File: config.mk
export PLATFORM = sky130hd
export DESIGN_NAME = tbt_timer
export DESIGN_NICKNAME = d
export VERILOG_FILES = /design/src/common/tbt_pkg.sv /design/src/rtl/tbt_timer.sv
export SDC_FILE = /design/constraint.sdc
export NUM_CORES = 1
export LEC_CHECK = 0
export BUFFER_PORTS_ARGS = -buffer_cell sky130_fd_sc_hd__buf_2
export CAP_MARGIN = 20
export CORE_MARGIN = 2
export CORE_UTILIZATION = 30
export CTS_CLUSTER_DIAMETER = 100
export DETAILED_ROUTE_END_ITERATION = 10
export SLEW_MARGIN = 20
export SYNTH_ARGS = -nofsm -noshare
export SYNTH_HDL_FRONTEND = slang
export SYNTH_SLANG_ARGS = --single-unit
export TNS_END_PERCENT = 30
File: constraint.sdc
create_clock -name mclk -period 1.9 [get_ports mclk]
set_input_delay 0.095 -clock mclk [delete_from_list [all_inputs] [get_ports mclk]]
set_output_delay 0.095 -clock mclk [all_outputs]
set_load 0.03 [all_outputs]
File: src/common/tbt_pkg.sv
/*
  Shared constants and carriers for the timebase timer.
  Assumes one clock, the main oscillator clock, drives every user.
*/
package tbt_pkg;

  ////////////////////////////////////////////////////////////////////
  // Counter and register bus geometry
  localparam int CNT_W = 21;
  localparam int AW    = 4;
  localparam int DW    = 8;

  ////////////////////////////////////////////////////////////////////
  // Register map
  localparam logic [AW-1:0] ADDR_CTRL = 4'h0;

  // Field positions of the control register
  localparam int BIT_OVF = 7;
  localparam int BIT_IEN = 6;
  localparam int BIT_SHI = 2;
  localparam int BIT_SLO = 1;
  localparam int BIT_CLR = 0;

  // Reset values
  localparam logic [1:0] SEL_RST = 2'h0;
  localparam logic       IEN_RST = 1'h0;
  localparam logic       OVF_RST = 1'h0;

  ////////////////////////////////////////////////////////////////////
  // Counter taps: carry out of bit k repeats every 2^(k+2) osc periods
  localparam int TAP_IV0 = 11;
  localparam int TAP_IV1 = 13;
  localparam int TAP_IV2 = 16;
  localparam int TAP_IV3 = 20;
  localparam int TAP_WT0 = 12;
  localparam int TAP_WT1 = 15;
  localparam int TAP_WT2 = 16;
  localparam int TAP_WDT = 19;
  localparam int TAP_ADC = 6;

  ////////////////////////////////////////////////////////////////////
  // Oscillation wait tracking
  typedef enum logic [1:0] {
    TBT_WAIT_COUNT,
    TBT_WAIT_DONE
  } tbt_wait_t;

  // Register bus request
  typedef struct packed {
    logic [AW-1:0] addr;
    logic [DW-1:0] wdata;
    logic          wr;
    logic          rd;
  } tbt_bus_req_t;

endpackage

File: src/rtl/tbt_timer.sv
/*
  Timebase timer: 21-bit free-running counter at half the main clock,
  interval flag and interrupt, selectable wait tap, fixed taps for watchdog and A/D.
  Assumes mode, select and run inputs come from logic on mclk.
*/
// The implementer's own choices: strobed register access and the register offsets.
// How it works
// - 21-bit counter increments once every two main clock cycles.
// - Counter holds while the main oscillator is reported stopped.
// - Overflow of the selected tap raises an interval event.
// - Four intervals: 2^13, 2^15, 2^18, 2^22 oscillator periods.
// - Wait time 2^14, 2^17 or 2^18 periods by wait select.
// - Watchdog count clock has a 2^21 period.
// - A/D continuous start clock has a 2^8 period.
// - Writing zero to the clear bit zeroes the counter.
// - Entering main stop or subclock mode clears the counter.
// - Power-on reset clears the counter.
// - Flag sets on each selected interval tap overflow with no clear in that cycle; request while flag and enable.
// - Writing zero clears the flag; writing one leaves it.
// - Clear bit reads one; writing one does nothing.
// - Software clear with overflow in one cycle leaves flag clear.
module tbt_timer (
  // Clock and reset
  input  wire logic                       mclk,
  input  wire logic                       rst,
  // Register port
  input  wire tbt_pkg::tbt_bus_req_t      bus_req,
  output logic        [tbt_pkg::DW-1:0]   rdata,
  // Clock controller
  input  wire logic                       main_osc_run,
  input  wire logic                       stop_mode_request,
  input  wire logic                       subclock_switch_bit,
  input  wire logic   [1:0]               osc_wait_select_field,
  output logic                            osc_wait_done,
  // Peripheral clocks and interrupt
  output logic                            wdt_count_tick,
  output logic                            adc_start_tick,
  output logic                            timebase_irq_line
);

  ////////////////////////////////////////////////////////////////////
  // Declarations
  logic [tbt_pkg::CNT_W-1:0] cnt_r;
  logic [tbt_pkg::CNT_W-1:0] cnt_nxt;
  logic [tbt_pkg::CNT_W-1:0] carry;
  logic                      half_r;
  logic                      tick;
  logic                      wr_hit;
  logic                      rd_hit;
  logic                      sw_clr;
  logic                      mode_clr;
  logic                      any_clr;
  logic                      iv_evt;
  logic                      wt_evt;
  logic                      interval_overflow_flag;
  logic                      interval_irq_enable;
  logic [1:0]                interval_select_field;
  logic [tbt_pkg::DW-1:0]    rdata_r;
  logic                      irq_r;
  logic                      wdt_r;
  logic                      adc_r;
  tbt_pkg::tbt_wait_t        wait_r;

  // Pick the interval tap carry from the select code
  function automatic logic pick_iv(
    input logic [tbt_pkg::CNT_W-1:0] cy,
    input logic [1:0]                s
  );
    case (s)
      2'h0:    pick_iv = cy[tbt_pkg::TAP_IV0];
      2'h1:    pick_iv = cy[tbt_pkg::TAP_IV1];
      2'h2:    pick_iv = cy[tbt_pkg::TAP_IV2];
      default: pick_iv = cy[tbt_pkg::TAP_IV3];
    endcase
  endfunction

  // Pick the oscillation wait tap carry from the wait code
  function automatic logic pick_wt(
    input logic [tbt_pkg::CNT_W-1:0] cy,
    input logic [1:0]                s
  );
    case (s)
      2'h0:    pick_wt = cy[tbt_pkg::TAP_WT0];
      2'h1:    pick_wt = cy[tbt_pkg::TAP_WT1];
      default: pick_wt = cy[tbt_pkg::TAP_WT2];
    endcase
  endfunction

  ////////////////////////////////////////////////////////////////////
  // Half-rate count enable, frozen while stopped, phase restarts on clear
  always_ff @(posedge mclk or posedge rst) begin
    if (rst) begin
      half_r <= 1'b0;
    end else if (any_clr) begin
      half_r <= 1'b0;
    end else if (main_osc_run) begin
      half_r <= ~half_r;
    end
  end

  assign tick = half_r & main_osc_run;

  // Carry chain: carry[k] is high when bits k..0 are all ones
  assign carry[0] = cnt_r[0];
  generate
    for (genvar k = 1; k < tbt_pkg::CNT_W; k++) begin : g_carry
      assign carry[k] = carry[k-1] & cnt_r[k];
    end
  endgenerate

  ////////////////////////////////////////////////////////////////////
  // Bus decode and clear sources
  assign wr_hit   = bus_req.wr & (bus_req.addr == tbt_pkg::ADDR_CTRL);
  assign rd_hit   = bus_req.rd & (bus_req.addr == tbt_pkg::ADDR_CTRL);
  assign sw_clr   = wr_hit & ~bus_req.wdata[tbt_pkg::BIT_CLR];
  assign mode_clr = stop_mode_request | ~subclock_switch_bit;
  assign any_clr  = sw_clr | mode_clr;

  // Tap overflow events on a counting edge
  assign iv_evt = tick & pick_iv(carry, interval_select_field);
  assign wt_evt = tick & pick_wt(carry, osc_wait_select_field);

  ////////////////////////////////////////////////////////////////////
  // Counter next value: clear beats count, hold when stopped
  always_comb begin
    if (any_clr) begin
      cnt_nxt = '0;
    end else if (tick) begin
      cnt_nxt = cnt_r + 1'b1;
    end else begin
      cnt_nxt = cnt_r;
    end
  end

  // Counter register, zero after power-on reset
  always_ff @(posedge mclk or posedge rst) begin
    if (rst) begin
      cnt_r <= '0;
    end else begin
      cnt_r <= cnt_nxt;
    end
  end

  ////////////////////////////////////////////////////////////////////
  // Enable and select fields
  always_ff @(posedge mclk or posedge rst) begin
    if (rst) begin
      interval_irq_enable   <= tbt_pkg::IEN_RST;
      interval_select_field <= tbt_pkg::SEL_RST;
    end else if (wr_hit) begin
      interval_irq_enable   <= bus_req.wdata[tbt_pkg::BIT_IEN];
      interval_select_field <= bus_req.wdata[tbt_pkg::BIT_SHI:tbt_pkg::BIT_SLO];
    end
  end

  // Overflow flag: set wins over write-zero, suppressed by clear
  always_ff @(posedge mclk or posedge rst) begin
    if (rst) begin
      interval_overflow_flag <= tbt_pkg::OVF_RST;
    end else if (iv_evt && !any_clr) begin
      interval_overflow_flag <= 1'b1;
    end else if (wr_hit && !bus_req.wdata[tbt_pkg::BIT_OVF]) begin
      interval_overflow_flag <= 1'b0;
    end
  end

  ////////////////////////////////////////////////////////////////////
  // Interrupt request level
  always_ff @(posedge mclk or posedge rst) begin
    if (rst) begin
      irq_r <= 1'b0;
    end else begin
      irq_r <= interval_overflow_flag & interval_irq_enable;
    end
  end

  // Watchdog and A/D tap pulses
  always_ff @(posedge mclk or posedge rst) begin
    if (rst) begin
      wdt_r <= 1'b0;
      adc_r <= 1'b0;
    end else begin
      wdt_r <= tick & carry[tbt_pkg::TAP_WDT] & ~any_clr;
      adc_r <= tick & carry[tbt_pkg::TAP_ADC] & ~any_clr;
    end
  end

  // Oscillation wait: restarts on every clear, ends at tap overflow
  always_ff @(posedge mclk or posedge rst) begin
    if (rst) begin
      wait_r <= tbt_pkg::TBT_WAIT_COUNT;
    end else begin
      case (wait_r)
        tbt_pkg::TBT_WAIT_COUNT: begin
          if (wt_evt && !any_clr) begin
            wait_r <= tbt_pkg::TBT_WAIT_DONE;
          end
        end
        tbt_pkg::TBT_WAIT_DONE: begin
          if (any_clr) begin
            wait_r <= tbt_pkg::TBT_WAIT_COUNT;
          end
        end
        default: wait_r <= tbt_pkg::TBT_WAIT_COUNT;
      endcase
    end
  end

  ////////////////////////////////////////////////////////////////////
  // Read data, valid only in the cycle after the read strobe
  always_ff @(posedge mclk or posedge rst) begin
    if (rst) begin
      rdata_r <= '0;
    end else if (rd_hit) begin
      rdata_r <= {interval_overflow_flag, interval_irq_enable, 3'h0,
                  interval_select_field, 1'b1};
    end else begin
      rdata_r <= '0;
    end
  end

  // Outputs straight from flip-flops, except wait done, decoded from the wait state
  assign rdata             = rdata_r;
  assign timebase_irq_line = irq_r;
  assign wdt_count_tick    = wdt_r;
  assign adc_start_tick    = adc_r;
  assign osc_wait_done     = (wait_r == tbt_pkg::TBT_WAIT_DONE);
endmodule

# Word level (Yosys, flattened, before mapping)
# Index checks and enable logic that the tools add are counted.
dict set report classes {
  bitwise 37
  n_eq_ne 6
  reduce_logical 13
  add_sub_neg 1
  mux 12
}
# operator count
set ops {}
lappend ops {{2-to-1 mux 21 bit} 2}
lappend ops {{AND 1 bit} 31}
lappend ops {{adder 21 x 1 -> 21 bit, second input constant} 1}
lappend ops {{2-to-1 mux 8 bit} 1}
lappend ops {{equality test 2 x 1 -> 1 bit, second input constant} 3}
lappend ops {{zero test 2 bit} 3}
lappend ops {{nonzero test 2 bit} 3}
lappend ops {{zero test 4 bit} 1}
lappend ops {{2-to-1 mux 1 bit} 4}
lappend ops {{2-to-1 mux 2 bit} 2}
lappend ops {{inverter 1 bit} 4}
lappend ops {{case mux 2 bit (2 select lines)} 1}
lappend ops {{logical AND 1 bit} 3}
lappend ops {{case mux 1 bit (3 select lines)} 1}
lappend ops {{equality test 2 bit, second input constant} 1}
lappend ops {{zero test 1 bit} 2}
lappend ops {{!= test 2 x 1 -> 1 bit, second input constant} 1}
lappend ops {{!= test 2 bit, second input constant} 1}
lappend ops {{OR 1 bit} 2}
lappend ops {{case mux 1 bit (2 select lines)} 1}
lappend ops {{AND reduction 2 bit} 1}
dict set report word_totals {
  output_inout_bits 12
  reg_bits 39
  wordCells 79
  inputBits 21
}

# Depth between registers and ports, before layout
dict set report depth {
  ltp_word 24
  mapped_depth 6
  depth_no_buf 6
}

# Least setup slack after synthesis
# Ideal clock, no wire load.
dict set report synth_path {
  kind {register -> register}
  startpoint {register half_r}
  endpoint {register cnt_r[15] (netlist bit)}
  t_required_ps 1823
  arrival_time_ps 1762
  period_less_slack_ps 1840
  setup_slack_ps 60
  path_buffers 1
  setup_time_ps 77
  path_stages_with_launch 6
  cell_sequence {dfrtp_1 -> nand2_2 -> or4_4 -> buf_6 -> or4_1 -> a21oi_1}
}
dict set report synth_via {
  elab_chain_len 2
}
# element line_no
set synth_rtl {}
lappend synth_rtl {{from (decl)} tbt_timer.sv:46} ;# logic half_r;
lappend synth_rtl {{from (signal assigned)} tbt_timer.sv:97} ;# half_r <= ~half_r;
lappend synth_rtl {{AND 1 bit} tbt_timer.sv:101} ;# assign tick = half_r & main_osc_run;
lappend synth_rtl {{nonzero test 2 bit (no line)} n/a}
lappend synth_rtl {{to (signal assigned)} tbt_timer.sv:140} ;# cnt_r <= cnt_nxt;
lappend synth_rtl {{to (decl)} tbt_timer.sv:43} ;# logic [tbt_pkg::CNT_W-1:0] cnt_r;
# No other way between the ends.
# A chain may end at the register's enable or synchronous reset.

# Worst setup path in the final report
dict set report layout_path {
  startpoint {register cnt_r[1] (netlist bit)}
  endpoint {register cnt_r[16] (netlist bit)}
}
dict set report layout_via {
  elab_chain_len 3
}
# element line_no
set layout_rtl {}
lappend layout_rtl {{adder 21 x 1 -> 21 bit} tbt_timer.sv:129} ;# cnt_nxt = cnt_r + 1'b1;
lappend layout_rtl {{2-to-1 mux 21 bit} tbt_timer.sv:128} ;# end else if (tick) begin
lappend layout_rtl {{2-to-1 mux 21 bit} tbt_timer.sv:126} ;# if (any_clr) begin
# No other way between the ends. The select of a mux whose other input is x is not followed.

==> metrics.md <==
| Metric | Value |
|---|---|
| Status | `finished, final reports clean` |
| Share of cells above drive strength 1 | `27.78%` |
| Postcts setup bufs | `0` |
| Reg-to-reg endpoint | `cnt_r[16]` |
| Post-synthesis cell area | `1710 µm²` |
| All-Layer GR Usage | `12.92%` |
| Area Growth Syn to Fin | `23.56%` |
| Setup-failing EPs final | `0` |
| Internal reg-to-reg setup slack | `approximately 48 ps` |
| Initial drt markers | `55` |
| Required time of the critical path | `2120 ps` |
| Crit end category | `flip-flop` |
| Worst hold path type | `input port to flip-flop` |
| Slew Viols, Final | `0` |
| Post-synth EDFFs | `0` |
| Peak Freq | `539.9 MHz` |
| TritonCTS clock tree | `built` |
| # DRC | `0` |
| H-Tree Depth | `2` |
| Sequential-to-total area share from yosys stat | `around 51%` |
| Setup TNS after final layout | `0 ps` |
| Async S/R FF share, synth | `100.0%` |
| Number of global-route vias before repair | `about 1500` |
| Max Fanout on Critical Path | `9` |
| R2r startpoint | `cnt_r[1]` |
| Ys Warns | `0` |
| Vias per inst | `approximately 5.0` |
| Die area | `6321 µm²` |
| Port bufs | `26` |
| Mapped Cells | `170` |
| Final WL | `~3.6 mm` |
| Fin cells | `between 200 and 300` |
| Pwr Total | `1.403 mW` |
| WP data arrival | `2070 ps` |
| Final RePlAce weighted congestion | `0.7594` |
| Clock-pin slew on the worst setup and hold paths | `approximately 70 ps` |
| Layout Skew | `6.310 ps` |
| Initial core utilization | `a little under a third` |
| Number of max-cap violations | `0` |
| DIE WIDTH | `79.51 µm` |
| Clk root buf | `clkbuf_8` |
| Kind of critical path | `flip-flop to flip-flop` |
| Syn avg cell area | `a little over 10 µm²` |
| Drt pass-1 iters | `4` |
| Critical Path Start | `cnt_r[1]` |
| Routed Antenna Nets | `0` |
| Antenna diode count | `0` |
| Per-cell routed wire length | `12.62 µm` |
| Most common cell after layout, fill and taps aside | `dfrtp_1` |
| Final period util | `a little over nine tenths` |
| Lkg Pwr | `~0.93 nW` |
| # fillers | `579` |
| Antenna violations before repair | `0` |
| Via count | `1426` |
| Maximum vdd drop | `0.3433 mV` |
| Final global-route overflow total | `0` |
| Ys flop type | `dfrtp_1` |
| RSZ-0062 raised after global routing | `true` |
| Total Nets Final | `238` |
| CTS sink cnt | `35` |
| Largest net degree at the start of global routing | `36` |
| Worst-skew pair later-pin latency | `290 ps` |
| First-pass GRT wire length | `6.327 mm` |
| Vert. Die Dim | `79.51 µm` |
| Unique cell type count in the Yosys netlist | `37` |
| Hpwl dp | `2.660 mm` |
| Cts bufs inserted | `5` |
| Fin crit period | `1852 ps` |
| Yosys reg bits | `35` |
| R2R cell count | `5` |
| FP Rows | `27` |
| Clock buffer depth | `2` |
| Post-placement cell count | `~280` |
| Commonest cells after routing, fill and taps aside | `dfrtp_1 (35), buf_2 (26), buf_4 (17)` |
| Critical Path End | `cnt_r[16]` |
| Core area | `5507 µm²` |
| Final hold vios | `0` |
| Crit start category | `flip-flop` |
| Power Density | `664.1 nW/µm²` |
| Io pins | `33` |
==> worst max-delay path, cell delays in order (launching register included) <==
cell     delay [ps]
dfrtp_1         350
ha_1            180
nand4_1         140
or4_4           510
or4_1           450
a21oi_2         150
==> what timing repair did <==
| item | 4_1_cts | 5_1_grt |
|---|---|---|
| endpoints found under the hold margin | 35 | 0 |
| pin swaps | 0 | 2 |
| hold buffers | 1 | 0 |
| gates resized for setup | 1 | 2 |
| setup endpoints to repair | 1 | 6 |
==> Yosys cell counts, drive strengths merged (2+ instances only) <==
cell type  number  area share (%)
dfrtp          35              51
a21oi          14             4.1
nand2          14             3.4
nor2           10             2.2
o21ai           8             2.3
xnor2           8             4.1
nand3           7             2.0
or3             7             2.6
or4             7             3.3
and3            6             2.2
buf             6             2.9
o31ai           6             2.6
inv             5             1.1
nand4           5             2.7
nor4            5             1.8
and2            4             1.5
nor3            4             1.2
mux2            3             2.0
clkbuf          2            0.44
ha              2             1.5
nor2b           2            0.73
==> power breakdown <==
| group | leakage [nW] | internal (mW) | total, mW | switching, mW |
|---|---|---|---|---|
| Sequential | 0.483 | 0.765 | 0.784 | 0.0191 |
| Combinational | 0.401 | 0.0445 | 0.107 | 0.0626 |
| Clock | 0.0422 | 0.257 | 0.512 | 0.255 |
| Total | 0.926 | 1.07 | 1.40 | 0.337 |
==> worst min-delay path by stage <==
stage / from / endpoint / slack [ps] / depth (start not counted)
3_5_place_dp: rst / rdata[6] / 220 / 3
4_1_cts: bus_req[8] / interval_irq_enable / 40 / 2
5_1_grt: bus_req[4] / interval_select_field[1] / 40 / 2
6_report: bus_req[4] / interval_select_field[1] / 50 / 2
2_1_floorplan: bus_req[0] / rdata[0] / 220 / 1
3_3_place_gp: rst / rdata[0] / 220 / 3
==> logic make-up after synthesis <==
| family | Yosys count | share of synthesized area [%] |
|---|---|---|
| AND/OR/NAND/NOR | 73 | 24.36 |
| multiplexers | 3 | 1.975 |
| buffers and inverters | 13 | 4.462 |
| other | 1 | 0.2192 |
| AO/OA/AOI/OAI | 34 | 11.71 |
| adder cells (fa/ha/maj) | 2 | 1.463 |
| XOR/XNOR | 9 | 4.609 |
| flip-flops | 35 | 51.21 |
==> area by class of cell <==
cell class | count | area [µm²] | area share [%]
repair buffers | 44 | 267.8 | 12.67
multi-input cells | 124 | 779.5 | 36.89
inverters | 5 | 18.77 | 0.8881
clock buffers | 7 | 76.32 | 3.612
well taps | 72 | 90.09 | 4.263
clock inverters | 1 | 5.005 | 0.2368
flip-flops and latches | 35 | 875.8 | 41.44
==> through the flow <==
stage          util, %  hold WS (ps)  worst slack [ps]  cell area [µm²]
2_1_floorplan        -         223.6             60.35             1718
3_3_place_gp     36.47         223.2             42.77             2008
3_5_place_dp     36.47         223.4            -28.76             2008
4_1_cts          38.20         39.81             42.90             2103
5_1_grt          38.38         44.37            -67.17             2113
6_report         38.38         48.83             47.72             2113
==> registers in the layout (all words and copies together), names as in the netlist <==
register	count
cnt_r	21
rdata	5
interval_select_field	2
adc_start_tick	1
half_r	1
interval_irq_enable	1
interval_overflow_flag	1
timebase_irq_line	1
wait_r	1
wdt_count_tick	1
==> layer usage <==
metal | vias up | global-route usage, % | share of wire (%)
li1 | 702 | - | -
met1 | 690 | 15.35 | 45
met2 | 26 | 22.18 | 48
met3 | 8 | 3.281 | 4.8
met4 | 0 | 5.172 | 1.7
met5 | - | 0 | 0
(Power assumes the default switching activity.)
